**src/pkg/qei_pkg.sv**
```systemverilog
// constants shared by the quadrature encoder interface
package qei_pkg;
	// register byte offsets
	localparam logic [7:0] QEI_OFS_CTRL = 8'h00;
	localparam logic [7:0] QEI_OFS_INC = 8'h04;
	localparam logic [7:0] QEI_OFS_POS = 8'h08;
	localparam logic [7:0] QEI_OFS_FRAC = 8'h0C;
	localparam logic [7:0] QEI_OFS_IDX_CAP = 8'h10;
	localparam logic [7:0] QEI_OFS_SW_CAP = 8'h14;
	localparam logic [7:0] QEI_OFS_WARN = 8'h18;
	localparam logic [7:0] QEI_OFS_STAT = 8'h1C;
	localparam logic [7:0] QEI_OFS_MASK = 8'h20;
	// control field positions
	localparam int QEI_CTRL_DEC = 0;
	localparam int QEI_CTRL_POL_A = 1;
	localparam int QEI_CTRL_POL_B = 2;
	localparam int QEI_CTRL_POL_N = 3;
	localparam int QEI_CTRL_CLR_N = 4;
	localparam int QEI_CTRL_CLR_ONCE = 5;
	localparam int QEI_CTRL_W = 6;
	// status / mask field positions
	localparam int QEI_ST_A = 0;
	localparam int QEI_ST_B = 1;
	localparam int QEI_ST_N = 2;
	localparam int QEI_ST_WARN = 3;
	localparam int QEI_ST_SW = 4;
	localparam int QEI_ST_QERR = 5;
	localparam int QEI_ST_DONE = 6;
	localparam int QEI_ST_W = 7;
	// reset values
	localparam logic [QEI_CTRL_W-1:0] QEI_CTRL_RST = 6'h00;
	localparam logic [31:0] QEI_INC_RST = 32'h0001_0000;
	localparam logic [31:0] QEI_WARN_RST = 32'hFFFF_FFFF;
	localparam logic [QEI_ST_W-1:0] QEI_MASK_RST = 7'h00;
	// decimal fraction base, one unit is 1/10000
	localparam logic [16:0] QEI_DEC_BASE = 17'h02710;
endpackage

```
**src/hw/qei_decode.sv**
```systemverilog
// input synchroniser and quadrature step decoder
`timescale 1ns/1ns
module qei_decode (
	input wire logic pclk,
	input wire logic presetn,
	input wire logic [2:0] raw_abn,
	input wire logic [2:0] pol_abn,
	output logic step_q,
	output logic dir_q,
	output logic a_evt_q,
	output logic b_evt_q,
	output logic n_evt_q,
	output logic qerr_q
);
	logic [2:0] s1_q;
	logic [2:0] s2_q;
	logic [2:0] lvl_q;
	logic [2:0] lvl_d;
	logic step_d, dir_d, a_evt_d, b_evt_d, n_evt_d, qerr_d;

	// two-stage synchroniser, one per input
	genvar gi;
	generate
		for (gi = 0; gi < 3; gi++) begin : g_sync
			always_ff @(posedge pclk or negedge presetn) begin
				if (!presetn) begin
					s1_q[gi] <= 1'b0;
					s2_q[gi] <= 1'b0;
				end else begin
					s1_q[gi] <= raw_abn[gi];
					s2_q[gi] <= s1_q[gi];
				end
			end
		end
	endgenerate

	// polarity, gray-code step and direction decode
	always_comb begin
		lvl_d = s2_q ^ pol_abn;
		a_evt_d = lvl_d[0] ^ lvl_q[0];
		b_evt_d = lvl_d[1] ^ lvl_q[1];
		n_evt_d = lvl_d[2] & ~lvl_q[2];
		step_d = a_evt_d ^ b_evt_d;
		qerr_d = a_evt_d & b_evt_d;
		// a moving alone: forward when a differs from b; b alone: forward when equal
		dir_d = a_evt_d ? (lvl_d[0] ^ lvl_d[1]) : ~(lvl_d[0] ^ lvl_d[1]);
	end

	// registered decode results
	always_ff @(posedge pclk or negedge presetn) begin
		if (!presetn) begin
			lvl_q <= 3'h0;
			step_q <= 1'b0;
			dir_q <= 1'b0;
			a_evt_q <= 1'b0;
			b_evt_q <= 1'b0;
			n_evt_q <= 1'b0;
			qerr_q <= 1'b0;
		end else begin
			lvl_q <= lvl_d;
			step_q <= step_d;
			dir_q <= dir_d;
			a_evt_q <= a_evt_d;
			b_evt_q <= b_evt_d;
			n_evt_q <= n_evt_d;
			qerr_q <= qerr_d;
		end
	end
endmodule // qei_decode

```
**src/hw/qei_top.sv**
```systemverilog
// quadrature encoder interface with apb registers
//
// Contract
// - add or subtract increment per decoded step
// - increment is unsigned 16.16 fixed point
// - decimal mode: low half counts 0..9999
// - fraction weight 1/65536 binary, 1/10000 decimal
// - index event may clear position counter
// - option: clear only on first index
// - position counter readable by software
// - selectable polarity for a, b, n
// - a, b, n events recorded in status
// - index event captures encoder position
// - switch event captures position
// - interrupt when deviation exceeds warning distance
// - error is encoder minus sequencer position
//
// The implementer's own choices: the register offsets and the APB register port.
`timescale 1ns/1ns
module qei_top
	import qei_pkg::*;
(
	input wire logic pclk,
	input wire logic presetn,
	input wire logic [7:0] paddr,
	input wire logic psel,
	input wire logic penable,
	input wire logic pwrite,
	input wire logic [31:0] pwdata,
	output logic [31:0] prdata,
	output logic pready,
	output logic pslverr,
	input wire logic enc_a,
	input wire logic enc_b,
	input wire logic enc_n,
	input wire logic ref_switch_evt,
	input wire logic [31:0] seq_pos,
	input wire logic pid_en,
	output logic [31:0] enc_pos,
	output logic [31:0] pos_err,
	output logic irq
);
	// decoder outputs
	logic step;
	logic dir;
	logic a_evt;
	logic b_evt;
	logic n_evt;
	logic qerr;

	// configuration, position and capture state
	logic [QEI_CTRL_W-1:0] ctrl_q;
	logic [QEI_CTRL_W-1:0] ctrl_d;
	logic [31:0] inc_q;
	logic [31:0] inc_d;
	logic [31:0] pos_q;
	logic [31:0] pos_d;
	logic [15:0] frac_q;
	logic [15:0] frac_d;
	logic [31:0] idx_cap_q;
	logic [31:0] idx_cap_d;
	logic [31:0] sw_cap_q;
	logic [31:0] sw_cap_d;
	logic [31:0] warn_q;
	logic [31:0] warn_d;
	logic [QEI_ST_W-1:0] mask_q;
	logic [QEI_ST_W-1:0] mask_d;
	logic done_q;
	logic done_d;

	// deviation, status and interrupt state
	logic [31:0] err_q;
	logic [31:0] err_d;
	logic [QEI_ST_W-1:0] stat_q;
	logic [QEI_ST_W-1:0] stat_d;
	logic irq_q;
	logic irq_d;

	// apb answer state
	logic [31:0] prdata_q;
	logic [31:0] prdata_d;
	logic pready_q;
	logic pready_d;
	logic pslverr_q;
	logic pslverr_d;

	// helper nets
	logic wr;
	logic hit;
	logic [31:0] rdata;
	logic [16:0] fsum;
	logic [16:0] fdif;
	logic carry;
	logic borrow;
	logic [15:0] fnext;
	logic [31:0] pnext;
	logic [31:0] abs_err;
	logic [QEI_ST_W-1:0] ev;
	logic clr_ok;

	// input synchroniser and step decoder
	qei_decode u_dec (
		.pclk(pclk),
		.presetn(presetn),
		.raw_abn({enc_n, enc_b, enc_a}),
		.pol_abn({ctrl_q[QEI_CTRL_POL_N], ctrl_q[QEI_CTRL_POL_B], ctrl_q[QEI_CTRL_POL_A]}),
		.step_q(step),
		.dir_q(dir),
		.a_evt_q(a_evt),
		.b_evt_q(b_evt),
		.n_evt_q(n_evt),
		.qerr_q(qerr)
	);

	// apb read mux and address decode
	always_comb begin
		hit = 1'b1;
		rdata = 32'h0000_0000;
		unique case (paddr)
			QEI_OFS_CTRL: rdata = {{(32-QEI_CTRL_W){1'b0}}, ctrl_q};
			QEI_OFS_INC: rdata = inc_q;
			QEI_OFS_POS: rdata = pos_q;
			QEI_OFS_FRAC: rdata = {16'h0000, frac_q};
			QEI_OFS_IDX_CAP: rdata = idx_cap_q;
			QEI_OFS_SW_CAP: rdata = sw_cap_q;
			QEI_OFS_WARN: rdata = warn_q;
			QEI_OFS_STAT: rdata = {{(32-QEI_ST_W){1'b0}}, stat_q};
			QEI_OFS_MASK: rdata = {{(32-QEI_ST_W){1'b0}}, mask_q};
			default: hit = 1'b0;
		endcase
		wr = psel & penable & pready_q & pwrite;
	end

	// apb handshake: setup cycle prepares the answer, access ends in one cycle
	always_comb begin
		pready_d = psel & ~penable;
		prdata_d = prdata_q;
		pslverr_d = 1'b0;
		if (psel & ~penable) begin
			prdata_d = pwrite ? 32'h0000_0000 : rdata;
			pslverr_d = ~hit;
		end
	end

	// fractional accumulator, binary or decimal weight
	always_comb begin
		fsum = {1'b0, frac_q} + {1'b0, inc_q[15:0]};
		fdif = {1'b0, frac_q} - {1'b0, inc_q[15:0]};
		borrow = fdif[16];
		if (ctrl_q[QEI_CTRL_DEC]) begin
			carry = (fsum >= QEI_DEC_BASE);
			if (dir) begin
				fnext = carry ? 16'(fsum - QEI_DEC_BASE) : fsum[15:0];
			end else begin
				fnext = borrow ? 16'(fdif + QEI_DEC_BASE) : fdif[15:0];
			end
		end else begin
			carry = fsum[16];
			fnext = dir ? fsum[15:0] : fdif[15:0];
		end
		if (dir) begin
			pnext = pos_q + {16'h0000, inc_q[31:16]} + {31'h0, carry};
		end else begin
			pnext = pos_q - {16'h0000, inc_q[31:16]} - {31'h0, borrow};
		end
	end

	// position counter, index clearing and captures
	always_comb begin
		ctrl_d = ctrl_q;
		inc_d = inc_q;
		warn_d = warn_q;
		mask_d = mask_q;
		pos_d = pos_q;
		frac_d = frac_q;
		idx_cap_d = idx_cap_q;
		sw_cap_d = sw_cap_q;
		done_d = done_q;
		clr_ok = ctrl_q[QEI_CTRL_CLR_N] & ~(ctrl_q[QEI_CTRL_CLR_ONCE] & done_q);
		if (step) begin
			pos_d = pnext;
			frac_d = fnext;
		end
		// index: capture the pre-step position, then optional clear
		if (n_evt) begin
			idx_cap_d = pos_q;
			if (clr_ok) begin
				pos_d = 32'h0000_0000;
				frac_d = 16'h0000;
				done_d = 1'b1;
			end
		end
		if (ref_switch_evt) begin
			sw_cap_d = seq_pos;
		end
		// software writes override hardware updates, except that a clearing index still sets done
		if (wr) begin
			unique case (paddr)
				QEI_OFS_CTRL: begin
					ctrl_d = pwdata[QEI_CTRL_W-1:0];
					done_d = n_evt & clr_ok; // rearm, a clearing index now wins
				end
				QEI_OFS_INC: inc_d = pwdata;
				QEI_OFS_POS: begin
					pos_d = pwdata;
					frac_d = 16'h0000;
				end
				QEI_OFS_WARN: warn_d = pwdata;
				QEI_OFS_MASK: mask_d = pwdata[QEI_ST_W-1:0];
				default: ;
			endcase
		end
	end

	// deviation between encoder and sequencer position
	always_comb begin
		err_d = pos_q - seq_pos;
	end

	// sticky status and interrupt
	always_comb begin
		abs_err = err_q[31] ? (32'h0000_0000 - err_q) : err_q;
		ev = '0;
		ev[QEI_ST_A] = a_evt;
		ev[QEI_ST_B] = b_evt;
		ev[QEI_ST_N] = n_evt;
		ev[QEI_ST_WARN] = pid_en & (abs_err > warn_q);
		ev[QEI_ST_SW] = ref_switch_evt;
		ev[QEI_ST_QERR] = qerr;
		ev[QEI_ST_DONE] = n_evt & clr_ok;
		stat_d = stat_q;
		if (wr && paddr == QEI_OFS_STAT) begin
			stat_d = stat_q & ~pwdata[QEI_ST_W-1:0];
		end
		stat_d = stat_d | ev; // set wins over clear
		irq_d = |(stat_d & mask_d);
	end

	// apb answer registers
	always_ff @(posedge pclk or negedge presetn) begin
		if (!presetn) begin
			prdata_q <= 32'h0000_0000;
			pready_q <= 1'b0;
			pslverr_q <= 1'b0;
		end else begin
			prdata_q <= prdata_d;
			pready_q <= pready_d;
			pslverr_q <= pslverr_d;
		end
	end

	// configuration, position and capture registers
	always_ff @(posedge pclk or negedge presetn) begin
		if (!presetn) begin
			ctrl_q <= QEI_CTRL_RST;
			inc_q <= QEI_INC_RST;
			warn_q <= QEI_WARN_RST;
			mask_q <= QEI_MASK_RST;
			pos_q <= 32'h0000_0000;
			frac_q <= 16'h0000;
			idx_cap_q <= 32'h0000_0000;
			sw_cap_q <= 32'h0000_0000;
			done_q <= 1'b0;
		end else begin
			ctrl_q <= ctrl_d;
			inc_q <= inc_d;
			warn_q <= warn_d;
			mask_q <= mask_d;
			pos_q <= pos_d;
			frac_q <= frac_d;
			idx_cap_q <= idx_cap_d;
			sw_cap_q <= sw_cap_d;
			done_q <= done_d;
		end
	end

	// deviation register
	always_ff @(posedge pclk or negedge presetn) begin
		if (!presetn) begin
			err_q <= 32'h0000_0000;
		end else begin
			err_q <= err_d;
		end
	end

	// status and interrupt registers
	always_ff @(posedge pclk or negedge presetn) begin
		if (!presetn) begin
			stat_q <= '0;
			irq_q <= 1'b0;
		end else begin
			stat_q <= stat_d;
			irq_q <= irq_d;
		end
	end

	// outputs straight from flip-flops
	assign prdata = prdata_q;
	assign pready = pready_q;
	assign pslverr = pslverr_q;
	assign enc_pos = pos_q;
	assign pos_err = err_q;
	assign irq = irq_q;
endmodule // qei_top

```
**config.mk**
```make
export PLATFORM = sky130hd
export DESIGN_NAME = qei_top
export DESIGN_NICKNAME = d
export VERILOG_FILES = /design/src/pkg/qei_pkg.sv /design/src/hw/qei_decode.sv /design/src/hw/qei_top.sv
export SDC_FILE = /design/constraint.sdc
export NUM_CORES = 1
export LEC_CHECK = 0
export BUFFER_PORTS_ARGS = -buffer_cell sky130_fd_sc_hd__buf_4
export CAP_MARGIN = 20
export CORE_ASPECT_RATIO = 0.75
export CORE_MARGIN = 8
export CORE_UTILIZATION = 42
export CTS_CLUSTER_DIAMETER = 80
export DETAILED_ROUTE_END_ITERATION = 7
export PLACE_DENSITY = 0.57
export SYNTH_ARGS = -nofsm -noshare
export SYNTH_HDL_FRONTEND = slang
export SYNTH_SLANG_ARGS = --single-unit
```
**constraint.sdc**
```tcl
create_clock -name pclk -period 16.9 [get_ports pclk]
set_clock_uncertainty 0.05 [all_clocks]
set_input_delay 3.38 -clock pclk [delete_from_list [all_inputs] [get_ports pclk]]
set_output_delay 3.38 -clock pclk [all_outputs]
set_load 0.05 [all_outputs]
```
Yosys cells after proc, flatten, opt, wreduce, memory -nomap -nowiden
Index checks and enable logic that the tools add are counted.
- output and inout bits: 99
- input port bits: 82
- bits in latches: 0
- memory bits (read-only): 0
- register bits: 279
- memory bits (writable): 0
- memories kept: 0
- word-level logic and storage cells: 109
- mux-type cells: 30
- add/subtract/negate cells: 10
- bitwise gates (word level): 24
- $mul: 0
- magnitude comparators: 2
- divide/modulo/power cells: 0
- shift-type cells: 0
- reductions and logical operators: 7
- equal/unequal tests: 8
- operators by type and width (operator ; count):
    $pmux 32 s9 ; 1
    $mux 32 ; 8
    $mux 16 ; 10
    $add 32x1->32 ; 1
    $add 32x16->32 ; 1
    $eq 8x5->1 const B ; 4
    $gt 32x32->1 ; 1
    $sub 1x32->32 const A ; 1
    $sub 32x1->32 ; 1
    $sub 32x16->32 ; 1
    $sub 32x32->32 ; 1
    $mux 7 ; 3
    $add 16x16->17 ; 1
    $ge 17x14->1 const B ; 1
    $sub 16x16->17 ; 1
    $add 16x14->16 const B ; 1
    $eq 8x4->1 const B ; 2
    $sub 16x14->16 const B ; 1
    $and 7x7->7 ; 2
    $and 1x1->1 ; 10
    $reduce_or 9->1 ; 1
    $eq 8x3->1 const B ; 1
    $eq 8x6->1 const B ; 1
    $logic_not 8->1 ; 1
    other kinds (9) ; 25

Longest topological paths before layout
Gate-level depths: netlist of run 1.
- depth in word-level cells: 10
- depth in mapped cells: 26

Hierarchy
From an unflattened synthesis of run 1, not the netlist that was laid out.
- cells, all modules: 2124
- area, all modules: 19722.7 µm²
- by module, submodules not included (module ; area an instance (µm²) ; cells each ; times used):
    qei_top ; 19268.5 ; 2101 ; 1
    qei_decode ; 454.2 ; 23 ; 1

Least setup slack after synthesis of run 1
OpenSTA, ideal clock, no wires.
- kind: input to register
- start: input seq_pos[0]
- end: register err_q[28], in the netlist pos_err[28]
- stages on the path: 12
- arrival: 5628 ps
- library setup time: 123 ps
- data required time: 16727 ps
- setup slack: 11099 ps
- path buffers: 0
- path through: ha_1 -> fa_1 -> nor2b_1 -> o21ai_0 -> a21boi_0 -> o221a_2 -> o211ai_1 -> a211oi_1 -> o211ai_1 -> a31oi_1 -> a21oi_1 -> xnor2_1
- cells in the longest elaborated chain, start to end: 1
- ends and longest elaborated chain (item ; line ; text):
    start: declaration ; qei_top.sv:37 ; input wire logic [31:0] seq_pos,
    $sub 32x32->32 ; qei_top.sv:217 ; err_d = pos_q - seq_pos;
    via err_d[28] ; qei_top.sv:73 ; logic [31:0] err_d;
    end signal: assignment ; qei_top.sv:282 ; err_q <= err_d;
    end: declaration ; qei_top.sv:72 ; logic [31:0] err_q;
The timed path passes the listed nets, and every way through them passes these cells.
A chain may end at the register's enable or synchronous reset.

Final worst setup path of run 1
- start: register frac_q[0]
- end: register pos_q[26], in the netlist enc_pos[26]
- cells in the longest elaborated chain, start to end: 10
- elaborated cells between the ends (all ways): 12
- those cells by class: 4 x add/sub; 1 x order compare; 7 x mux
- ends and longest elaborated chain (item ; line ; text):
    start: declaration ; qei_top.sv:58 ; logic [15:0] frac_q;
    start signal: assignment ; qei_top.sv:270 ; frac_q <= frac_d;
    $add 16x16->17 ; qei_top.sv:147 ; fsum = {1'b0, frac_q} + {1'b0, inc_q[15:0]};
    $ge 17x14->1 ; qei_top.sv:151 ; carry = (fsum >= QEI_DEC_BASE);
    $mux 1 ; qei_top.sv:150 ; if (ctrl_q[QEI_CTRL_DEC]) begin
    $add 32x1->32 ; qei_top.sv:162 ; pnext = pos_q + {16'h0000, inc_q[31:16]} + {31'h0, carry};
    $mux 32 (*) ; qei_top.sv:161 ; if (dir) begin
    $mux 32 (*) ; qei_top.sv:180 ; if (step) begin
    $mux 32 ; qei_top.sv:187 ; if (clr_ok) begin
    $mux 32 (*) ; qei_top.sv:185 ; if (n_evt) begin
    $mux 32 ; qei_top.sv:198 ; unique case (paddr)
    $mux 32 (*) ; qei_top.sv:197 ; if (wr) begin
    via pos_d[26] ; qei_top.sv:57 ; logic [31:0] pos_d;
    end signal: assignment ; qei_top.sv:269 ; pos_q <= pos_d;
    end: declaration ; qei_top.sv:56 ; logic [31:0] pos_q;
The timed path passes the listed nets; every way through them passes the cells marked *.

==> results_dict.tcl, run 1 <==
set metrics [dict create \
    required_ps 17300 \
    cap_violations 0 \
    place_congestion 0.9662 \
    yosysTopAreaCell "dfrtp_1" \
    p_leak_nw 9.914 \
    cts_sinks 279 \
    wl_per_cell_um 25.84 \
    rsz0062_at_grt "false" \
    fin_crit_ps 6753 \
    cts_tree "yes" \
    peakVddDrop_uv 77.83 \
    postCtsSetupBuffers 0 \
    num_vias 16850 \
    grt_util_met3_pct 10.58 \
    netlist_top_cells_area "dfrtp_1 32%, ha_1 9.4%, mux2_2 8.3%, dfstp_2 4.5%, xnor2_1 4.0%" \
    maxSlewHeadroom_pct 17.44 \
    start_util_pct 42.25 \
    dp_hpwl_mm 56.32 \
    synth_cell_type_count 93 \
    mostFrequentLayoutCells "244 x dfrtp_1, 200 x buf_4, 175 x inv_1, 162 x nand2_1, 146 x ha_1" \
    drtPass1Iterations 7 \
    grt_pass1_vias 16080 \
    r2r_cells 25 \
    ios 181 \
    htree_levels 1 \
    setup_viol 0 \
    fmax_mhz 148.1 \
    cts_hold_buffers 0 \
    gr-total-overflow 0 \
    grt_antenna_before_repair 4 \
    synth_top_area_share_pct 31.83 \
    synth_top_flop_cell "dfrtp_1" \
    setup_tns_ps 0 \
    synth_edf_count 0 \
    r2r_setup_slack_ps 10150 \
    drive_above_1_share_pct 21.47 \
    syn_inst 2027 \
    post_cts_resized 0 \
    grt_usage_pct 26.14 \
    status "finished, final reports clean" \
    final_common_cell "dfrtp_1" \
    hold_viol_final 0 \
    holdCritStartpoint "u_dec.lvl_q[2]" \
    power_mw 3.470 \
    final_nets 2408 \
    met2_usage_pct 34.57 \
    die_y_um 201.8 \
    arrival_ps 7150 \
    wirelength_mm 72.17 \
    holdPathStages 1 \
    r2r-end "enc_pos[26]" \
    hold_class "reg -> reg" \
    synth_nets 2262 \
    num_antenna_cells 0 \
    cts_inserted_buffers 31 \
    fillerInstances 4356 \
    netlist_area_mm2 0.01934 \
    path_class "reg -> reg" \
    fin_crit_sh_pct 39.96 \
    die_w_um 263.8 \
    place_worst_setup_slack_ps 9850 \
    slew_viol_final 0 \
    r2r_start "frac_q[0]" \
    grt_max_degree 85 \
    worstHoldEndpoint "u_dec.n_evt_q" \
    use_met1_pct 39.46 \
    vias_per_cell 6.033 \
    synth_seq_cells 279 \
    start_kind "register" \
    io_buffer_count 180 \
    setup_ws_ps 10150 \
    synth_seq_area_share_pct 36.32 \
    ant_nets 0 \
    critPathCaptureType "register" \
    utilization_pct 48.79 \
    tightest_slew_ps 1234 \
    drc_errors 0 \
    dieArea_mm2 0.05324 \
    seq_area_mm2 0.007025 \
    clk_latency_ps 600 \
    first_iter_violations 1800 \
    crit_path_max_fanout 14 \
    grt_busiest_layer "met1" \
    grt_pass1_wl_mm 106.8 \
    rows 68 \
    multiInputGateArea_mm2 0.01133 \
    powerDensity_mw_per_mm2 155.4 \
    clock_path_buffers 3 \
    areaGrowthSynthToFinish_pct 15.50 \
    async_reset_ff_share_pct 100.0 \
    coreArea_mm2 0.04577 \
    path_clk_slew_ps 60 \
    ctsRootBufferMaster "clkbuf_16" \
    avgSynthCellArea_um2 9.540 \
    yosys_warnings 0 \
    crit_path_start "frac_q[0]" \
]
per-stage QoR:
stage,instance area (um2),instances,hold WS (ps)
floorplan,19340,2027,281.2
global placement,21270,2734,336.1
detailed placement,21270,2734,338.1
CTS,22320,2792,346.5
global route,22340,2793,372.5
finish,22340,2793,344.9
where the power goes:
part	internal [mW]	switching, mW	leakage (nW)
Clock	0.421	0.292	0.521
Sequential	0.786	0.221	3.31
Combinational	0.674	1.08	6.08
Total	1.88	1.59	9.91
sequential cells by signal, indices dropped and copies added (netlist names), 3 cells and up:
register and flops:
frac_q 16, u_dec.lvl_q 3, idx_cap_q 32, stat_q 7, u_dec.s2_q 3, u_dec.s1_q 3
ctrl_q 6, prdata 32, pos_err 32, enc_pos 32, mask_q 7, sw_cap_q 32
warn_q 32, inc_q 32
cell type report:
class / count / area share [%]
clock buffer: 42 / 3.703
multi-input combinational: 1483 / 50.71
timing repair buffer: 202 / 6.840
inverter: 176 / 2.958
tap: 595 / 3.333
clock inverter: 16 / 1.003
sequential: 279 / 31.45
metal layers:
metal	up-vias	part of all wire, %
met5	-	0.018
met4	2	1.7
met3	75	12
met2	755	38
met1	8363	48
li1	7655	-
Yosys cell counts (37+ instances only):
cell type / count
a22o_1: 37
xnor2_1: 88
nor2_1: 104
clkbuf_1: 67
ha_1: 146
o21ai_0: 74
nand2_1: 162
a21oi_1: 110
mux2_2: 142
a21o_1: 39
inv_1: 175
dfrtp_1: 246
worst max path at each step:
stage / to / slack [ps]
after global placement: frac_q[10] / 9980
after global routing: enc_pos[24] / 9720
final: enc_pos[26] / 10150
after CTS: enc_pos[20] / 10310
after floorplan: pos_err[28] / 11100
after detailed placement: frac_q[10] / 9850
worst max-delay path, stage by stage (launching register included):
cell      delay (ps)
dfrtp_1          390
inv_1             80
ha_1             170
inv_1             60
fa_1             420
a211oi_1         510
o21a_1           250
o21ai_0          180
a21oi_1          180
a21oi_1          140
inv_1            400
fa_1             530
inv_1             70
ha_1             150
nor2_1            60
fa_1             390
a21boi_0         230
o21ai_0          180
a311oi_1         710
a221o_1          380
a21oi_1          130
a21o_1           280
a31o_2           290
o211ai_1         100
xor2_1           170
o31ai_1           80
cells by family after synthesis:
kind of cell	after synthesis	synth area share, %
AOI/OAI and AO/OA	538	20.13
and+or+nand+nor	493	12.38
DFF	279	36.32
buffers and inverters	265	5.241
muxes	173	9.880
adders and majority gates	153	10.17
xor gates and xnor gates	126	5.881
Note: power is estimated with default switching activity, not from simulation.
==> run 2, diff against run 1 <==
Settings changed: PLACE_DENSITY 0.57 to 0.59.
Clock period 16.9 ns to 5.9 ns, I/O delays scaled along.
==> run 2 against run 1 <==
  * Clock power rose to 2.9 times the previous value
  * Count of clock-buffer cells in the layout down 3
  * Setup slack lost 10000 ps
  * Final cell count rose by 1.6%
  * Non-clock buffer count is 42 higher
  * Via count increased by 3.2%
  * Critical path type unchanged
==> results_dict.tcl, run 2 (synthesis results as in run 1) <==
set metrics [dict create \
    drtPass1Iterations 5 \
    setup_ws_ps 192.5 \
    path_class "reg -> reg" \
    start_util_pct 42.25 \
    cap_violations 0 \
    fillerInstances 4317 \
    clk_latency_ps 610 \
    dp_hpwl_mm 59.58 \
    final_common_cell "dfrtp_1" \
    fmax_mhz 175.2 \
    setup_viol 0 \
    drc_errors 0 \
    wl_per_cell_um 27.12 \
    clock_path_buffers 3 \
    p_sw_mw 4.771 \
    arrival_ps 6160 \
    swShare_pct 46.30 \
    gr-total-overflow 0 \
    wirelength_mm 76.93 \
    die_y_um 201.8 \
    hold_viol_final 0 \
    cts_hold_buffers 0 \
    utilization_pct 49.87 \
    maxSlewHeadroom_pct 30.72 \
    areaGrowthSynthToFinish_pct 18.04 \
    cts_tree "yes" \
    grt_pass1_vias 16630 \
    place_congestion 1.001 \
    grt_pass1_wl_mm 113.1 \
    drive_above_1_share_pct 24.24 \
    dieArea_mm2 0.05324 \
    start_kind "register" \
    critPathCaptureType "register" \
    power_frac_comb_pct 52.3 \
    path_clk_slew_ps 60 \
    io_buffer_count 180 \
    num_vias 17390 \
    powerDensity_mw_per_mm2 451.3 \
    first_iter_violations 2273 \
    vias_per_cell 6.129 \
    setup_tns_ps 0 \
    required_ps 6350 \
    crit_path_max_fanout 4 \
    fin_crit_sh_pct 96.74 \
    die_w_um 263.8 \
    p_int_mw 5.532 \
    cts_sinks 279 \
    hold_class "reg -> reg" \
    grt_usage_pct 27.87 \
    rows 68 \
    mostFrequentLayoutCells "244 x dfrtp_1, 242 x buf_4, 174 x inv_1, 162 x nand2_1, 144 x ha_1" \
    place_worst_setup_slack_ps 38.07 \
    ant_nets 0 \
    slew_viol_final 0 \
    tightest_slew_ps 1035 \
    clkPwrFrac_pct 20.4 \
    grt_antenna_before_repair 5 \
    cts_inserted_buffers 31 \
    placed_area_mm2 0.02154 \
    status "finished, final reports clean" \
    ios 181 \
    grt_max_degree 121 \
    ctsRootBufferMaster "clkbuf_16" \
    p_leak_nw 10.16 \
    fin_crit_ps 5707 \
    r2r_setup_slack_ps 190 \
    coreArea_mm2 0.04577 \
    p_seq_share_pct 27.3 \
    final_area_mm2 0.02283 \
    final_nets 2450 \
    peakVddDrop_uv 267.6 \
    htree_levels 1 \
]
## run 2: changes by cell type in the layout (fill, tap and decap cells not counted), sizes merged
cell | previous run | this run
buf | 202 | 244
clkbuf | 42 | 39
clkinvlp | 0 | 2
diode | 0 | 2
inv | 178 | 179
## run 2: repair_timing
action                                  4_1_cts  5_1_grt
gates resized for setup                       3       27
buffers inserted                              0        9
gates cloned                                  0        0
pin swaps                                     1       17
endpoints found under the setup margin        3       22
## run 2: final cells by class
class | instances | area [um2] | share of cell area (%)
clock buffers | 39 | 845.8 | 3.705
multi-input cells | 1483 | 11440 | 50.13
diodes | 2 | 5.005 | 0.02193
flip-flops and latches | 279 | 7025 | 30.78
clock inverters | 19 | 250.2 | 1.096
repair buffers | 244 | 1852 | 8.112
well taps | 595 | 744.5 | 3.261
inverters | 176 | 660.6 | 2.894
## run 2: power groups by stage
stage / Combinational, mW / Clock [mW] / Sequential (mW)
finish: 5.39 / 2.10 / 2.82
global route: 5.80 / 2.21 / 2.84
CTS: 5.22 / 2.13 / 2.79
detailed placement: 5.18 / 0 / 2.82
global placement: 5.16 / 0 / 2.81
floorplan: 3.07 / 0 / 3.18
## run 2: worst paths after layout
check | start | end | depth (start not counted)
worst min register to register | u_dec.s1_q[2] | u_dec.s2_q[2] | 0
worst min-delay path | u_dec.s1_q[2] | u_dec.s2_q[2] | 0
max in group asynchronous | presetn | enc_pos[30] | 2
worst max register to register | inc_q[0] | enc_pos[24] | 25
worst max-delay path | inc_q[0] | enc_pos[24] | 25
min in group asynchronous | presetn | pos_err[27] | 1
## run 2: critical path, stage by stage (launching register included)
cell and delay [ps]:
dfrtp_1 400, ha_1 200, inv_1 60, fa_2 390
o21bai_4 200, a21oi_1 110, xor2_1 290, ha_1 210
and3_1 190, a311oi_2 120, o211ai_1 320, a2111oi_4 130
or2_4 260, fa_2 350, fa_2 350, o21bai_1 190
a21oi_2 90, o211ai_1 260, nand4_1 180, a311oi_2 290
buf_4 170, nor2_2 60, nor3_1 170, o21ai_0 140
xor2_1 180, o31ai_1 240
## run 2: routing by layer
| layer | wire [um] | up-vias | global-route usage, % | share of wire, % |
|---|---|---|---|---|
| met5 | 0 | - | 0 | 0 |
| met4 | 1627 | 0 | 5.590 | 2.1 |
| met3 | 7917 | 96 | 6.509 | 10 |
| met2 | 29190 | 834 | 36.70 | 38 |
| met1 | 38200 | 8720 | 44.87 | 50 |
| li1 | - | 7739 | - | - |
## run 2: stage by stage
stage	std cells	total power, mW	hold WS [ps]
2_1_floorplan	2027	6.247	281.2
3_3_place_gp	2768	7.970	284.4
3_5_place_dp	2768	8.006	294.2
4_1_cts	2826	10.15	311.6
5_1_grt	2836	10.85	313.0
6_report	2837	10.30	307.7
